==> src/shared/fic_pkg.sv <==
// package: constants and carriers for the five level interrupt controller
package fic_pkg;

	localparam int ADDR_W    = 8;
	localparam int REG_COUNT = 12;
	localparam int SRC_COUNT = 13;

	// register indices; byte address is index times four
	localparam logic [3:0] IDX_ENABLE         = 4'h0;
	localparam logic [3:0] IDX_EXT_ENABLE     = 4'h1;
	localparam logic [3:0] IDX_EXT_FLAG       = 4'h2;
	localparam logic [3:0] IDX_TIMER_CTRL     = 4'h3;
	localparam logic [3:0] IDX_TIMER2_CTRL    = 4'h4;
	localparam logic [3:0] IDX_SERIAL0_CTRL   = 4'h5;
	localparam logic [3:0] IDX_SERIAL1_CTRL   = 4'h6;
	localparam logic [3:0] IDX_WATCHDOG_CTRL  = 4'h7;
	localparam logic [3:0] IDX_PRIO_LOW       = 4'h8;
	localparam logic [3:0] IDX_PRIO_HIGH      = 4'h9;
	localparam logic [3:0] IDX_EXT_PRIO_LOW   = 4'ha;
	localparam logic [3:0] IDX_EXT_PRIO_HIGH  = 4'hb;
	localparam logic [3:0] IDX_STATUS         = 4'hc;
	localparam logic [7:0] REG_RESET          = 8'h00;

	// field positions
	localparam int BIT_GLOBAL_GATE = 7;
	localparam int BIT_EXT0_EDGE   = 0;
	localparam int BIT_EXT0_FLAG   = 1;
	localparam int BIT_EXT1_EDGE   = 2;
	localparam int BIT_EXT1_FLAG   = 3;
	localparam int BIT_T0_OVF      = 5;
	localparam int BIT_T1_OVF      = 7;
	localparam int BIT_RX          = 0;
	localparam int BIT_TX          = 1;
	localparam int BIT_T2_EXT      = 6;
	localparam int BIT_T2_OVF      = 7;
	localparam int BIT_EXT2_FLAG   = 4;
	localparam int BIT_WD_FLAG     = 3;
	localparam int BIT_PF_FLAG     = 4;
	localparam int BIT_PF_EN       = 5;
	localparam int PLAIN_SRCS      = 7;
	localparam int EXT_SRCS        = 5;
	localparam int FIRST_EXT_SRC   = 8;

	// source numbers that hardware clears on vectoring
	localparam logic [3:0] SRC_EXT0 = 4'h1;
	localparam logic [3:0] SRC_T0   = 4'h2;
	localparam logic [3:0] SRC_EXT1 = 4'h3;
	localparam logic [3:0] SRC_T1   = 4'h4;

	localparam logic [2:0] PF_LEVEL = 3'h4;
	localparam logic [1:0] RESP_OKAY   = 2'h0;
	localparam logic [1:0] RESP_SLVERR = 2'h2;

	// vectors by natural order, order 0 in the low byte
	localparam logic [SRC_COUNT-1:0][7:0] VEC_TABLE = {
		8'h63, 8'h5b, 8'h53, 8'h4b, 8'h43, 8'h3b, 8'h2b,
		8'h23, 8'h1b, 8'h13, 8'h0b, 8'h03, 8'h33};

	typedef logic [REG_COUNT-1:0][7:0] fic_regs_type;

	// request conditions from the peripherals; ext levels, the rest one-cycle pulses
	typedef struct packed {
		logic       power_fail;
		logic       ext0_level;
		logic       ext1_level;
		logic       timer0_overflow;
		logic       timer1_overflow;
		logic       serial0_receive;
		logic       serial0_transmit;
		logic       timer2_overflow;
		logic       timer2_external;
		logic       serial1_receive;
		logic       serial1_transmit;
		logic [3:0] ext2_to_5;
		logic       watchdog;
	} fic_events_type;

	typedef enum logic [1:0] {
		WR_IDLE = 2'b00,
		WR_ADDR = 2'b01,
		WR_RESP = 2'b11,
		WR_DATA = 2'b10
	} fic_wr_state_type;

	typedef struct packed {
		fic_regs_type          regs;
		logic [1:0]            ext_prev;
		logic [4:0]            in_service;
		logic                  irq_req;
		logic [7:0]            irq_vector;
		logic [3:0]            irq_src;
		logic [2:0]            irq_level;
		fic_wr_state_type      wr;
		logic [ADDR_W-1:0]     aw_addr;
		logic [7:0]            w_data;
		logic                  w_strb;
		logic                  awready;
		logic                  wready;
		logic                  bvalid;
		logic [1:0]            bresp;
		logic                  arready;
		logic                  rvalid;
		logic [31:0]           rdata;
		logic [1:0]            rresp;
	} fic_state_type;

endpackage

==> src/hw/fic_controller.sv <==
// design: five level vectored interrupt controller with an AXI4-Lite register slave
//
// Operation
// - thirteen sources, each vectoring to its own fixed address
// - maskable source eligible only with its own enable and the global gate set
// - global gate clear blocks every maskable source
// - power-fail gated only by its own enable, ignores the global gate
// - five levels, 4 highest, level 4 only for power-fail
// - other sources take level 3..0 from a high and a low priority bit
// - enabled power-fail always wins arbitration
// - ties on level go to the earliest natural order, power-fail first
// - ext0 order 1 vector 03h, flag control bit 1; timer0 vector 0bh
// - ext1 order 3 vector 13h flag bit 3; timer1 vector 1bh flag bit 7
// - serial0 requests on receive or transmit flag, vector 23h
// - timer2 requests on overflow or external flag, vector 2bh
// - serial1 requests on receive or transmit flag, vector 3bh
// - ext2 and ext3 vectors 43h, 4bh, flags bits 4,5, enables bits 0,1
// - ext4 and ext5 vectors 53h, 5bh, flags bits 6,7, enables bits 2,3
// - watchdog lowest order, vector 63h, priority bit 4, flag watchdog bit 3
// - request flags set on their condition whether enabled or not
// - timer0 and timer1 overflow flags cleared by hardware on vectoring
// - edge mode ext0/ext1 flag cleared on vectoring; level mode follows pin
module fic_controller (
	input  logic                          ref_clk,
	input  logic                          nrst,
	input  logic [fic_pkg::ADDR_W-1:0]    awaddr,
	input  logic                          awvalid,
	output logic                          awready,
	input  logic [31:0]                   wdata,
	input  logic [3:0]                    wstrb,
	input  logic                          wvalid,
	output logic                          wready,
	output logic [1:0]                    bresp,
	output logic                          bvalid,
	input  logic                          bready,
	input  logic [fic_pkg::ADDR_W-1:0]    araddr,
	input  logic                          arvalid,
	output logic                          arready,
	output logic [31:0]                   rdata,
	output logic [1:0]                    rresp,
	output logic                          rvalid,
	input  logic                          rready,
	input  fic_pkg::fic_events_type       events,
	output logic                          irq_req,
	output logic [7:0]                    irq_vector,
	output logic [2:0]                    irq_level,
	input  logic                          irq_ack,
	input  logic                          irq_return
);

	fic_pkg::fic_state_type               q;
	fic_pkg::fic_state_type               d;
	logic [fic_pkg::SRC_COUNT-1:0]        pend;
	logic [fic_pkg::SRC_COUNT-1:0]        en;
	logic [fic_pkg::SRC_COUNT-1:0][2:0]   lvl;
	logic                                 best_ok;
	logic [3:0]                           best;
	logic [2:0]                           best_lvl;
	logic [2:0]                           top;
	logic                                 top_ok;
	logic                                 aw_hit;
	logic                                 w_hit;
	logic                                 ack;
	logic [3:0]                           widx;

	// mapped when word aligned, the index names a register or status and upper bits are clear
	function automatic logic addr_ok(input logic [fic_pkg::ADDR_W-1:0] a);
		return (a[1:0] == 2'h0) && (a[fic_pkg::ADDR_W-1:6] == '0)
			&& (a[5:2] <= fic_pkg::IDX_STATUS);
	endfunction

	////////////////////////////////////////////////////////////////////////////
	// combinational next state

	always_comb begin
		d        = q;
		pend     = '0;
		en       = '0;
		lvl      = '0;
		best_ok  = 1'b0;
		best     = 4'h0;
		best_lvl = 3'h0;
		top      = 3'h0;
		top_ok   = 1'b0;
		aw_hit   = awvalid && q.awready;
		w_hit    = wvalid && q.wready;
		ack      = irq_ack && q.irq_req;
		widx     = 4'h0;

		// read channel: answer one cycle after the address is taken
		if (q.rvalid && rready) begin
			d.rvalid  = 1'b0;
			d.arready = 1'b1;
		end
		if (arvalid && q.arready) begin
			d.arready = 1'b0;
			d.rvalid  = 1'b1;
			d.rdata   = 32'h0;
			d.rresp   = fic_pkg::RESP_OKAY;
			if (!addr_ok(araddr)) begin
				d.rresp = fic_pkg::RESP_SLVERR;
			end else if (araddr[5:2] == fic_pkg::IDX_STATUS) begin
				d.rdata = {15'h0, q.irq_req, q.in_service, q.irq_level, q.irq_vector};
			end else begin
				d.rdata = {24'h0, q.regs[araddr[5:2]]};
			end
		end

		// write channel: address and data in either order
		if (aw_hit) begin
			d.aw_addr = awaddr;
		end
		if (w_hit) begin
			d.w_data = wdata[7:0];
			d.w_strb = wstrb[0];
		end
		case (q.wr)
			fic_pkg::WR_IDLE: begin
				if (aw_hit && w_hit) begin
					d.wr = fic_pkg::WR_RESP;
				end else if (aw_hit) begin
					d.wr = fic_pkg::WR_ADDR;
				end else if (w_hit) begin
					d.wr = fic_pkg::WR_DATA;
				end
			end
			fic_pkg::WR_ADDR: begin
				if (w_hit) begin
					d.wr = fic_pkg::WR_RESP;
				end
			end
			fic_pkg::WR_DATA: begin
				if (aw_hit) begin
					d.wr = fic_pkg::WR_RESP;
				end
			end
			fic_pkg::WR_RESP: begin
				if (bready) begin
					d.wr     = fic_pkg::WR_IDLE;
					d.bvalid = 1'b0;
				end
			end
			default: begin
				d.wr = fic_pkg::WR_IDLE;
			end
		endcase
		if (d.wr == fic_pkg::WR_RESP && q.wr != fic_pkg::WR_RESP) begin
			d.bvalid = 1'b1;
			d.bresp  = addr_ok(d.aw_addr) ? fic_pkg::RESP_OKAY : fic_pkg::RESP_SLVERR;
			widx     = d.aw_addr[5:2];
			// status is read only; a write to it is accepted and dropped
			if (addr_ok(d.aw_addr) && d.w_strb && widx != fic_pkg::IDX_STATUS) begin
				d.regs[widx] = d.w_data;
			end
		end
		d.awready = (d.wr == fic_pkg::WR_IDLE) || (d.wr == fic_pkg::WR_DATA);
		d.wready  = (d.wr == fic_pkg::WR_IDLE) || (d.wr == fic_pkg::WR_ADDR);

		////////////////////////////////////////////////////////////////////////
		// vectoring and return; clears go first so a same-cycle set wins

		if (ack) begin
			d.in_service[q.irq_level] = 1'b1;
			case (q.irq_src)
				fic_pkg::SRC_T0: begin
					d.regs[fic_pkg::IDX_TIMER_CTRL][fic_pkg::BIT_T0_OVF] = 1'b0;
				end
				fic_pkg::SRC_T1: begin
					d.regs[fic_pkg::IDX_TIMER_CTRL][fic_pkg::BIT_T1_OVF] = 1'b0;
				end
				fic_pkg::SRC_EXT0: begin
					if (q.regs[fic_pkg::IDX_TIMER_CTRL][fic_pkg::BIT_EXT0_EDGE]) begin
						d.regs[fic_pkg::IDX_TIMER_CTRL][fic_pkg::BIT_EXT0_FLAG] = 1'b0;
					end
				end
				fic_pkg::SRC_EXT1: begin
					if (q.regs[fic_pkg::IDX_TIMER_CTRL][fic_pkg::BIT_EXT1_EDGE]) begin
						d.regs[fic_pkg::IDX_TIMER_CTRL][fic_pkg::BIT_EXT1_FLAG] = 1'b0;
					end
				end
				default: begin
					// other flags stay for software to clear
				end
			endcase
		end
		// return retires the highest running level, uncovering the one beneath
		for (int i = 0; i < 5; i++) begin
			if (q.in_service[i]) begin
				top    = 3'(i);
				top_ok = 1'b1;
			end
		end
		if (irq_return && top_ok) begin
			d.in_service[top] = 1'b0;
		end

		////////////////////////////////////////////////////////////////////////
		// flag setting, whatever the enables hold

		if (d.regs[fic_pkg::IDX_TIMER_CTRL][fic_pkg::BIT_EXT0_EDGE]) begin
			if (events.ext0_level && !q.ext_prev[0]) begin
				d.regs[fic_pkg::IDX_TIMER_CTRL][fic_pkg::BIT_EXT0_FLAG] = 1'b1;
			end
		end else begin
			d.regs[fic_pkg::IDX_TIMER_CTRL][fic_pkg::BIT_EXT0_FLAG] = events.ext0_level;
		end
		if (d.regs[fic_pkg::IDX_TIMER_CTRL][fic_pkg::BIT_EXT1_EDGE]) begin
			if (events.ext1_level && !q.ext_prev[1]) begin
				d.regs[fic_pkg::IDX_TIMER_CTRL][fic_pkg::BIT_EXT1_FLAG] = 1'b1;
			end
		end else begin
			d.regs[fic_pkg::IDX_TIMER_CTRL][fic_pkg::BIT_EXT1_FLAG] = events.ext1_level;
		end
		d.ext_prev = {events.ext1_level, events.ext0_level};
		d.regs[fic_pkg::IDX_TIMER_CTRL][fic_pkg::BIT_T0_OVF] |= events.timer0_overflow;
		d.regs[fic_pkg::IDX_TIMER_CTRL][fic_pkg::BIT_T1_OVF] |= events.timer1_overflow;
		d.regs[fic_pkg::IDX_SERIAL0_CTRL][fic_pkg::BIT_RX] |= events.serial0_receive;
		d.regs[fic_pkg::IDX_SERIAL0_CTRL][fic_pkg::BIT_TX] |= events.serial0_transmit;
		d.regs[fic_pkg::IDX_TIMER2_CTRL][fic_pkg::BIT_T2_OVF] |= events.timer2_overflow;
		d.regs[fic_pkg::IDX_TIMER2_CTRL][fic_pkg::BIT_T2_EXT] |= events.timer2_external;
		d.regs[fic_pkg::IDX_SERIAL1_CTRL][fic_pkg::BIT_RX] |= events.serial1_receive;
		d.regs[fic_pkg::IDX_SERIAL1_CTRL][fic_pkg::BIT_TX] |= events.serial1_transmit;
		d.regs[fic_pkg::IDX_EXT_FLAG][fic_pkg::BIT_EXT2_FLAG +: 4] |= events.ext2_to_5;
		d.regs[fic_pkg::IDX_WATCHDOG_CTRL][fic_pkg::BIT_WD_FLAG] |= events.watchdog;
		d.regs[fic_pkg::IDX_WATCHDOG_CTRL][fic_pkg::BIT_PF_FLAG] |= events.power_fail;

		////////////////////////////////////////////////////////////////////////
		// per-source pending, enable and level, read from the updated flags

		pend[0] = d.regs[fic_pkg::IDX_WATCHDOG_CTRL][fic_pkg::BIT_PF_FLAG];
		pend[1] = d.regs[fic_pkg::IDX_TIMER_CTRL][fic_pkg::BIT_EXT0_FLAG];
		pend[2] = d.regs[fic_pkg::IDX_TIMER_CTRL][fic_pkg::BIT_T0_OVF];
		pend[3] = d.regs[fic_pkg::IDX_TIMER_CTRL][fic_pkg::BIT_EXT1_FLAG];
		pend[4] = d.regs[fic_pkg::IDX_TIMER_CTRL][fic_pkg::BIT_T1_OVF];
		pend[5] = |d.regs[fic_pkg::IDX_SERIAL0_CTRL][fic_pkg::BIT_TX:fic_pkg::BIT_RX];
		pend[6] = |d.regs[fic_pkg::IDX_TIMER2_CTRL][fic_pkg::BIT_T2_OVF:fic_pkg::BIT_T2_EXT];
		pend[7] = |d.regs[fic_pkg::IDX_SERIAL1_CTRL][fic_pkg::BIT_TX:fic_pkg::BIT_RX];
		pend[11:8] = d.regs[fic_pkg::IDX_EXT_FLAG][fic_pkg::BIT_EXT2_FLAG +: 4];
		pend[12] = d.regs[fic_pkg::IDX_WATCHDOG_CTRL][fic_pkg::BIT_WD_FLAG];

		// power-fail never looks at the global gate
		en[0]  = d.regs[fic_pkg::IDX_WATCHDOG_CTRL][fic_pkg::BIT_PF_EN];
		lvl[0] = fic_pkg::PF_LEVEL;
		for (int k = 0; k < fic_pkg::PLAIN_SRCS; k++) begin
			en[k+1]  = d.regs[fic_pkg::IDX_ENABLE][k]
				&& d.regs[fic_pkg::IDX_ENABLE][fic_pkg::BIT_GLOBAL_GATE];
			lvl[k+1] = {1'b0, d.regs[fic_pkg::IDX_PRIO_HIGH][k],
				d.regs[fic_pkg::IDX_PRIO_LOW][k]};
		end
		for (int k = 0; k < fic_pkg::EXT_SRCS; k++) begin
			en[k+fic_pkg::FIRST_EXT_SRC]  = d.regs[fic_pkg::IDX_EXT_ENABLE][k]
				&& d.regs[fic_pkg::IDX_ENABLE][fic_pkg::BIT_GLOBAL_GATE];
			lvl[k+fic_pkg::FIRST_EXT_SRC] = {1'b0, d.regs[fic_pkg::IDX_EXT_PRIO_HIGH][k],
				d.regs[fic_pkg::IDX_EXT_PRIO_LOW][k]};
		end

		// scan from the last order down with >= so the earliest order keeps ties;
		// a candidate must sit strictly above every level in service
		for (int i = fic_pkg::SRC_COUNT - 1; i >= 0; i--) begin
			if (pend[i] && en[i] && ((d.in_service >> lvl[i]) == 5'h0)
					&& (!best_ok || lvl[i] >= best_lvl)) begin
				best_ok  = 1'b1;
				best     = 4'(i);
				best_lvl = lvl[i];
			end
		end
		d.irq_req    = best_ok;
		d.irq_src    = best;
		d.irq_level  = best_lvl;
		d.irq_vector = fic_pkg::VEC_TABLE[best];
	end

	////////////////////////////////////////////////////////////////////////////
	// state register

	always_ff @(posedge ref_clk) begin
		if (!nrst) begin
			q         <= '0;
			q.regs    <= {fic_pkg::REG_COUNT{fic_pkg::REG_RESET}};
			q.wr      <= fic_pkg::WR_IDLE;
			q.awready <= 1'b1;
			q.wready  <= 1'b1;
			q.arready <= 1'b1;
		end else begin
			q <= d;
		end
	end

	assign awready    = q.awready;
	assign wready     = q.wready;
	assign bvalid     = q.bvalid;
	assign bresp      = q.bresp;
	assign arready    = q.arready;
	assign rvalid     = q.rvalid;
	assign rdata      = q.rdata;
	assign rresp      = q.rresp;
	assign irq_req    = q.irq_req;
	assign irq_vector = q.irq_vector;
	assign irq_level  = q.irq_level;

endmodule // fic_controller

==> config.mk <==
export PLATFORM = sky130hd
export DESIGN_NAME = fic_controller
export DESIGN_NICKNAME = d
export VERILOG_FILES = /design/src/shared/fic_pkg.sv /design/src/hw/fic_controller.sv
export SDC_FILE = /design/constraint.sdc
export NUM_CORES = 1
export LEC_CHECK = 0
export CAP_MARGIN = 20
export CELL_PAD_IN_SITES_DETAIL_PLACEMENT = 2
export CELL_PAD_IN_SITES_GLOBAL_PLACEMENT = 2
export CORE_AREA = 8 8 157 159
export DETAILED_ROUTE_END_ITERATION = 6
export DIE_AREA = 0 0 165 167
export DONT_BUFFER_PORTS = 1
export HOLD_SLACK_MARGIN = 0.08
export PLACE_DENSITY = 0.83
export REMOVE_ABC_BUFFERS = 1
export SETUP_SLACK_MARGIN = 0.15
export SLEW_MARGIN = 30
export SYNTH_ARGS = -nofsm -noshare
export SYNTH_HDL_FRONTEND = slang
export SYNTH_SLANG_ARGS = --single-unit
==> constraint.sdc <==
create_clock -name ref_clk -period 48.2 [get_ports ref_clk]
set_input_delay 9.64 -clock ref_clk [delete_from_list [all_inputs] [get_ports ref_clk]]
set_output_delay 9.64 -clock ref_clk [all_outputs]
set_load 0.01 [all_outputs]
== Word level (Yosys, flattened, before mapping) ==
Memories as Yosys holds them, arrays and structs flattened. A register that Yosys moved wholly into a read port is not among the register bits.
Cells that the tools add are included.

* Register bits after elaboration: 171
* Bits in latches: 0
* Memory bits (writable): 0
* Memory bits (read-only): 128
* Output and inout bits: 53
* Logic and storage cells: 322
* Memories kept: 1

* $add $sub $neg: 0
* Multipliers: 0
* Div/mod/pow operators: 0
* $lt $le $gt $ge: 21
* Equality and inequality tests: 13
* Shift operators: 12
* Multiplexer cells: 93
* Bitwise logic cells: 15
* Reduce and logical (&&, ||, !) cells: 126

{| class="wikitable"
|+ Memory list
! name !! words !! bits a word !! read ports !! clocked after Yosys merged registers in !! write ports !! RTL line !! source
|-
| (name not given) || 16 || 8 || 1 || 1 || 0 || fic_controller.sv:270 || <nowiki>d.irq_vector = fic_pkg::VEC_TABLE[best];</nowiki>
|}

{| class="wikitable"
|+ Operator list
! kind !! count
|-
| $mux W93 || 2
|-
| $bwmux W96 || 1
|-
| $logic_and A1 B1 Y1 || 69
|-
| $logic_not A5 Y1 || 13
|-
| $shr A5 B2 Y5 || 12
|-
| $mux W4 || 13
|-
| $mux W3 || 16
|-
| $mux W1 || 37
|-
| $mux W36 || 1
|-
| $mux W17 || 2
|-
| $ge A2 B3 Y1 || 11
|-
| $bmux W8 S4 || 1
|-
| $demux W8 S4 || 1
|-
| $mux W8 || 3
|-
| $mux W2 || 10
|-
| $logic_not A1 Y1 || 15
|-
| $logic_or A1 B1 Y1 || 14
|-
| $logic_not A2 Y1 || 6
|-
| $lt A4 B5 Y1 const B || 2
|-
| $mux W5 || 2
|-
| $or A1 B1 Y1 || 10
|-
| $mux W9 || 1
|-
| $eq A2 B2 Y1 const B || 4
|-
| $eq A4 B2 Y1 const B || 2
|-
| other kinds (21) || 32
|}

== Longest topological paths before layout ==
Gate-level depths: netlist of run 1.

* Depth after elaboration: 63
* Mapped depth: 88
* Mapped depth without buffers: 85

== Worst setup path before layout of run 1 ==
No wires, ideal clock.

* Path type: input port to flip-flop
* Start: in awvalid
* End: reg, netlist name irq_vector[3]
* Setup time: 0.122 ns
* Arrival: 24.460 ns
* Required time: 48.078 ns
* Setup slack: 23.618 ns
* Stages on the path: 83
* Buffers on the path: 3
* Cell sequence: buf_2 a22oi_1 a32oi_4 nor4_4 and2_2 buf_4 o21ai_0 o211ai_1 and4b_1 clkbuf_1 and2_1 ha_1 nand2b_1 a21oi_1 a21oi_1 nand2_1 o21ai_0 ha_1 [47 not listed] a21o_1 nand2_1 o31ai_1 ha_1 nand2b_1 a21o_1 o21ai_0 inv_1 nor2_1 o21ai_1 a21boi_1 ha_1 a21oi_1 a21oi_4 nor2_1 or2_2 ha_1 o311a_1

* Longest elaborated chain between the ends: 61

{| class="wikitable"
|+ Ends and longest elaborated chain
! element !! RTL line !! source
|-
| from (decl) || fic_controller.sv:27 || <nowiki>input logic awvalid,</nowiki>
|-
| $logic_and A1 B1 Y1 * || fic_controller.sv:85 || <nowiki>aw_hit = awvalid && q.awready;</nowiki>
|-
| $mux W8 || fic_controller.sv:110 || <nowiki>if (aw_hit) begin</nowiki>
|-
| $lt A4 B5 Y1 (implied by the code) (tied with other cells) || fic_controller.sv:153 || <nowiki>d.regs[widx] = d.w_data;</nowiki>
|-
| $logic_and A1 B1 Y1 (on tied branches) || fic_controller.sv:153, fic_controller.sv:68 ||
|-
| $mux W8 (implied by the code) / $logic_and A1 B1 Y1 (equally long branches) || fic_controller.sv:153, fic_controller.sv:69 ||
|-
| $demux W8 S4 / $logic_and A1 B1 Y1 (equally long branches) || fic_controller.sv:153, fic_controller.sv:152 ||
|-
| $bwmux W96 / $logic_and A1 B1 Y1 (equally long branches) || fic_controller.sv:153, fic_controller.sv:152 ||
|-
| $mux W93 || fic_controller.sv:152 || <nowiki>if (addr_ok(d.aw_addr) && d.w_strb && widx != fic_pkg::IDX_STATUS) begin</nowiki>
|-
| [45 not listed] || - ||
|-
| $ge A2 B3 Y1 / $logic_not A1 Y1 (equally long branches) || fic_controller.sv:261 || <nowiki>&& (!best_ok || lvl[i] >= best_lvl)) begin</nowiki>
|-
| $logic_or A1 B1 Y1 || fic_controller.sv:261 ||
|-
| $logic_and A1 B1 Y1 || fic_controller.sv:261 ||
|-
| $mux W3 / $mux W1 (equally long branches) || fic_controller.sv:260 || <nowiki>if (pend[i] && en[i] && ((d.in_service >> lvl[i]) == 5'h0)</nowiki>
|-
| $ge A3 B3 Y1 / $logic_not A1 Y1 (equally long branches) || fic_controller.sv:261 ||
|-
| $logic_or A1 B1 Y1 || fic_controller.sv:261 ||
|-
| $logic_and A1 B1 Y1 || fic_controller.sv:261 ||
|-
| $mux W4 * || fic_controller.sv:260 ||
|}

Mark *: on every way between the ends. The rest lies on a longest branch, timed or not.
A chain may end at the register's enable or synchronous reset.

== Final worst setup path of run 1 ==
* Start: in awvalid
* End: reg, netlist name irq_vector[4]

* Longest elaborated chain between the ends: 61

{| class="wikitable"
|+ Ends and longest elaborated chain
! element !! RTL line
|-
| $logic_and A1 B1 Y1 * || fic_controller.sv:85
|-
| $mux W8 || fic_controller.sv:110
|-
| $lt A4 B5 Y1 (implied by the code) (tied with other cells) || fic_controller.sv:153
|-
| $logic_and A1 B1 Y1 (on tied branches) || fic_controller.sv:153, fic_controller.sv:68
|-
| $mux W8 (implied by the code) / $logic_and A1 B1 Y1 (equally long branches) || fic_controller.sv:153, fic_controller.sv:69
|-
| $demux W8 S4 / $logic_and A1 B1 Y1 (equally long branches) || fic_controller.sv:153, fic_controller.sv:152
|-
| $bwmux W96 / $logic_and A1 B1 Y1 (equally long branches) || fic_controller.sv:153, fic_controller.sv:152
|-
| $mux W93 || fic_controller.sv:152
|-
| [45 not listed] || -
|-
| $ge A2 B3 Y1 / $logic_not A1 Y1 (equally long branches) || fic_controller.sv:261
|-
| $logic_or A1 B1 Y1 || fic_controller.sv:261
|-
| $logic_and A1 B1 Y1 || fic_controller.sv:261
|-
| $mux W3 / $mux W1 (equally long branches) || fic_controller.sv:260
|-
| $ge A3 B3 Y1 / $logic_not A1 Y1 (equally long branches) || fic_controller.sv:261
|-
| $logic_or A1 B1 Y1 || fic_controller.sv:261
|-
| $logic_and A1 B1 Y1 || fic_controller.sv:261
|-
| $mux W4 * || fic_controller.sv:260
|}

Marked as above.

==> results of run 1 <==
==> Yosys cell counts, types with 7 or more instances <==
library cell / n
o21a_1: 12
and2_1: 19
o21ai_0: 32
nand4_1: 8
a22oi_1: 10
a21oi_1: 108
mux2i_1: 33
buf_4: 51
nor2_1: 179
inv_1: 26
mux2_2: 14
dfxtp_1: 159
nand2_1: 80
clkbuf_1: 42
nand2b_1: 23
a211oi_1: 21
nand3_1: 23
mux4_2: 24
and3_1: 7
a31oi_1: 8
ha_1: 26
nor3_1: 21
a21o_1: 7
==> worst min-delay path, delay by kind of cell, from the launching register on <==
family | cells | cell delay, ps
and+or+nand+nor | 1 | 50
AOI/OAI and AO/OA | 1 | 50
DFF | 1 | 320
==> per-stage QoR <==
step / util, % / hold WS (ps) / power, W
final: 44.1 / 467 / 0.000314
after global routing: 44.1 / 480 / 0.000321
after global placement: 41.2 / 436 / 0.000165
after detailed placement: 41.3 / 450 / 0.000166
after floorplan: - / 429 / 0.000157
after CTS: 44.1 / 465 / 0.000314
==> cell type report <==
type | count | area (sq um) | area share, %
Multi-Input combinational cell | 811 | 5390 | 54.9
Sequential cell | 159 | 3180 | 32.5
Clock buffer | 17 | 425 | 4.34
Tap cell | 285 | 357 | 3.64
Clock inverter | 15 | 200 | 2.04
Timing Repair Buffer | 18 | 148 | 1.51
Inverter | 27 | 104 | 1.06
==> state kept, by name, summed over array words and instances (netlist names), 3 cells and up <==
| name | cells |
|---|---|
| irq_vector | 5 |
| q | 126 |
| irq_level | 3 |
| rdata | 17 |
==> layer usage <==
metal | wire (um) | GRT usage, %
met4 | 1660 | 13.0
met2 | 19100 | 46.9
met3 | 2240 | 5.05
met1 | 14900 | 32.9
met5 | 0 | 0
==> worst min path at each step <==
| stage | start | to | slack [ps] |
|---|---|---|---|
| after detailed placement | q[146] | q[146] | 450 |
| after CTS | q[97] | q[97] | 460 |
| after floorplan | q[101] | q[101] | 430 |
| after global placement | q[97] | q[97] | 440 |
| final | q[97] | q[97] | 470 |
| after global routing | q[97] | q[97] | 480 |
==> power by group through the flow <==
stage | clock network (W) | logic (W) | registers [W]
floorplan | 0 | 0.0000173 | 0.000139
global placement | 0 | 0.0000249 | 0.000140
detailed placement | 0 | 0.0000262 | 0.000140
CTS | 0.000149 | 0.0000274 | 0.000137
finish | 0.000149 | 0.0000280 | 0.000138
global route | 0.000154 | 0.0000295 | 0.000138
==> logic make-up (layout without fill, tap and decap cells) <==
| kind of cell | count (synthesis) | count (layout) | share of synthesized area (%) |
|---|---|---|---|
| other cells | 1 | 19 | 0.0408 |
| compound gates | 271 | 271 | 19.5 |
| mux | 74 | 74 | 11.6 |
| buf+inv | 129 | 77 | 7.52 |
| fa+ha+maj | 26 | 26 | 3.54 |
| simple gates | 421 | 421 | 23.1 |
| flops | 159 | 159 | 34.6 |
==> results.json, run 1 <==
{
  "synth-edff-count": 0,
  "clk_path_buf_depth": 2,
  "syn_inst": 1081,
  "cp_num_buf_inv": 3,
  "finalCriticalPeriod_ps": 28220,
  "place.gp.congestion": 0.873,
  "power_switching_w": 0.0000879,
  "cts_num_sinks": 159,
  "setup_violations": 0,
  "drv_slew": 0,
  "antenna_found_initial": 0,
  "grt_start_max_net_pins": 48,
  "synth_top_area_share_pct": 34.6,
  "num_antenna_cells": 0,
  "drive_gt1_share_pct": 12.0,
  "via_count": 8641,
  "r2r_slack_ps": 28490,
  "synth_top_area_cell": "dfxtp_1",
  "finalHoldViolCount": 0,
  "outcome": "complete, no violations",
  "ys_top_cells_by_area": "dfxtp_1 (35%), nor2_1 (7.3%), a21oi_1 (5.9%)",
  "grt-ovfl-total": 0,
  "p_leak_nw": 3.74,
  "worst_slack_ps": 19980,
  "fillers": 2463,
  "dpl.cell_count": 1300,
  "startpoint": "awvalid",
  "slew_headroom_pct": 33.0,
  "path_common_cell": "a21oi_1",
  "nets": 1137,
  "hpwlAfterDp_mm": 25.2,
  "maxCapViolations": 0,
  "initial_core_util_pct": 41.3,
  "drtAntennaViolNets": 0,
  "path_class": "input pin to flop",
  "fp.dieH_um": 167,
  "routedWlPerCell_um": 28.4,
  "cts_buffers": 17,
  "p_int_w": 0.000226,
  "power_frac_comb_pct": 8.9,
  "crit_end": "irq_vector[4]",
  "h-tree-depth": 4,
  "synth_async_sr_flop_share_pct": 0,
  "syn2layout_area_growth_pct": 6.70,
  "rows": 55,
  "track_usage_pct": 27.6,
  "synth_seq_area_share_pct": 34.6,
  "hold_depth": 2,
  "yosys_warnings": 0,
  "fin_area_sq_um": 9800,
  "tns_ps": 0,
  "ys_types": 93,
  "path_depth": 82,
  "cts.root.buffer_cell": "clkbuf_16",
  "drc": 0,
  "die_area_sq_um": 27600,
  "firstDrtPassIters": 7,
  "pre_cts_ws_ps": 19760,
  "tightest_slew_ps": 996,
  "endpoint_kind": "flop",
  "rsz0062_at_grt": "false",
  "arrival_ps": 28590,
  "r2r_end": "irq_vector[4]",
  "finalNonFillerCells": 1332,
  "first_iter_violations": 591,
  "fmax_mhz": 35.4,
  "dpl_cell_area_sq_um": 9180,
  "crit_slowest_cell": "a222oi_1",
  "post-route-period-util_pct": 58.6,
  "ys_seq_elements": 159,
  "holdBufCountCts": 0,
  "pwr-share-seq_pct": 43.8,
  "cpLargestDelayFamily": "compound AO/OA/AOI/OAI gates",
  "vdd_drop_max_mv": 0.0250,
  "final_cell_mix": "nor2_1 (179), dfxtp_1 (159), a21oi_1 (108)",
  "synth_flop_cell": "dfxtp_1",
  "fin_skew_ps": 13.1,
  "viasPerCell": 6.49,
  "reg2reg_depth": 82,
  "start_kind": "input pin",
  "pin_count": 130,
  "path_clk_slew_ps": 70,
  "p_per_area_nw_per_um2": 32.0,
  "post_cts_buffers": 0,
  "die_w_um": 165,
  "cts_resized": 0,
  "worstPathMaxFanout": 16,
  "mostFrequentLayoutCell": "nor2_1",
  "r2r-start": "awready",
  "port_buffers": 0,
  "hold_class": "flop to flop",
  "first_global_vias": 9391,
  "core_area_sq_um": 22200,
  "clkLatencyLatePin_ps": 450,
  "cpPeakStageDelay_ps": 590,
  "avgSynthCellArea_sq_um": 8.50,
  "p_clk_share_pct": 47.3,
  "grt_pass1_wl_mm": 58.3,
  "tritoncts": "done",
  "synth_area_sq_um": 9190,
  "critPathRequiredTime_ps": 48570,
  "finalWirelength_mm": 37.9,
  "swShare_pct": 28.0
}
No activity file was read; power rests on OpenSTA's default activity.
==> run 2, diff against run 1 <==
CORE_AREA = 8 8 172 174   (was 8 8 157 159)
DIE_AREA = 0 0 180 182   (was 0 0 165 167)
PLACE_DENSITY = 0.73   (was 0.83)
clock period = 23.9 ns   (was 48.2 ns; I/O delays follow)
==> run 2 against run 1 <==
Effect of this change:
- utilization fell by 7.1 points
- first-iteration DRC count fell by 30%
- hold slack got worse by 5.4 ps
==> results.json, run 2 (same netlist as run 1, synthesis figures left out) <==
{
  "post-route-period-util_pct": 92.6,
  "regMostFlops": "q",
  "drc": 0,
  "die_w_um": 180,
  "largest_reg_flops": 126,
  "finalPower_w": 0.000599,
  "drive_gt1_share_pct": 12.7,
  "grt_start_max_net_pins": 78,
  "core_area_sq_um": 26700,
  "first_iter_violations": 413,
  "cts_num_sinks": 159,
  "viasPerCell": 5.82,
  "rows": 60,
  "fmax_mhz": 45.2,
  "tns_ps": 0,
  "maxCapViolations": 0,
  "antenna_found_initial": 0,
  "nets": 1144,
  "num_antenna_cells": 0,
  "place.gp.congestion": 0.803,
  "die_area_sq_um": 32800,
  "swShare_pct": 27.3,
  "hold_class": "flop to flop",
  "track_usage_pct": 20.4,
  "path_clk_slew_ps": 60,
  "port_buffers": 0,
  "p_clk_share_pct": 44.9,
  "finalHoldViolCount": 0,
  "finalWirelength_mm": 33.8,
  "power_switching_w": 0.000163,
  "routedWlPerCell_um": 24.2,
  "finalCriticalPeriod_ps": 22130,
  "drv_slew": 0,
  "path_class": "input pin to flop",
  "finalNonFillerCells": 1395,
  "syn2layout_area_growth_pct": 7.35,
  "grt-ovfl-total": 0,
  "fin_area_sq_um": 9860,
  "initial_core_util_pct": 34.5,
  "critPathRequiredTime_ps": 24200,
  "pwr-share-seq_pct": 46.2,
  "final_cell_mix": "nor2_1 (179), dfxtp_1 (159), a21oi_1 (107)",
  "rsz0062_at_grt": "false",
  "vdd_drop_max_mv": 0.0409,
  "clk_path_buf_depth": 2,
  "dpl_cell_area_sq_um": 9280,
  "setup_violations": 0,
  "cts_buffers": 17,
  "endpoint_kind": "flop",
  "outcome": "complete, no violations",
  "cts.root.buffer_cell": "clkbuf_16",
  "tritoncts": "done",
  "mostFrequentLayoutCell": "nor2_1",
  "fin_skew_ps": 10.3,
  "tightest_slew_ps": 888,
  "power_frac_comb_pct": 8.9,
  "pin_count": 130,
  "worstPathMaxFanout": 16,
  "p_leak_nw": 3.74,
  "p_int_w": 0.000436,
  "slew_headroom_pct": 40.0,
  "r2r_slack_ps": 5500,
  "dpl.cell_count": 1362,
  "drtAntennaViolNets": 0,
  "h-tree-depth": 4,
  "crit_slowest_cell": "a211o_1",
  "firstDrtPassIters": 4,
  "start_kind": "input pin",
  "first_global_vias": 8814,
  "fin_hold_ws_ps": 462,
  "arrival_ps": 22440,
  "p_per_area_nw_per_um2": 60.8,
  "fp.dieH_um": 182,
  "via_count": 8117,
  "clkLatencyLatePin_ps": 430,
  "hpwlAfterDp_mm": 25.3,
  "grt_pass1_wl_mm": 52.3,
  "cpPeakStageDelay_ps": 390
}
==> run 2: worst paths after layout <==
path / startpoint / endpoint / depth (start not counted)
worst max-delay path: awvalid / irq_vector[4] / 84
worst min-delay path: q[97] / q[97] / 2
worst max register to register: awready / irq_vector[4] / 84
worst min register to register: q[97] / q[97] / 2
==> run 2: stage by stage <==
| step | utilization, % | setup WS [ps] |
|---|---|---|
| floorplan | - | 3560 |
| global placement | 34.8 | 1480 |
| detailed placement | 34.8 | 958 |
| CTS | 37.0 | 1340 |
| global route | 37.0 | 283 |
| finish | 37.0 | 1770 |
==> run 2: repair_timing <==
item | CTS | global route
hold buffers | 0 | 0
endpoints found under the hold margin | 0 | 0
setup buffers | 0 | 1
endpoints found under the setup margin | 0 | 3
resized for setup | 0 | 2
==> run 2: layout make-up <==
cell class                      instances  area, sq um
Fill cell                            2972        16800
Multi-Input combinational cell        811         5390
Sequential cell                       159         3180
Clock buffer                           18          439
Tap cell                              341          427
Timing Repair Buffer                   25          188
Clock inverter                         14          133
Inverter                               27          104
==> run 2: per-layer routing <==
| metal | vias to the layer above | wire length (um) | track usage (%) |
|---|---|---|---|
| li1 | 3761 | - | - |
| met1 | 4147 | 15100 | 25.1 |
| met2 | 165 | 16800 | 36.3 |
| met3 | 44 | 1270 | 3.19 |
| met4 | 0 | 645 | 5.94 |
| met5 | - | 0 | 0 |
==> run 2: worst max-delay path, delay by kind of cell <==
| kind | cells | cell delay [ps] |
|---|---|---|
| simple gates | 27 | 4470 |
| buf+inv | 5 | 830 |
| compound gates | 38 | 8230 |
| mux | 2 | 720 |
| fa+ha+maj | 12 | 3350 |
==> run 2: power groups by stage <==
stage          Combinational, W  Sequential, W  Clock (W)
4_1_cts               0.0000533       0.000277   0.000274
3_5_place_dp          0.0000528       0.000283          0
2_1_floorplan         0.0000349       0.000281          0
5_1_grt               0.0000576       0.000277   0.000284
6_report              0.0000531       0.000277   0.000269
3_3_place_gp          0.0000513       0.000283          0
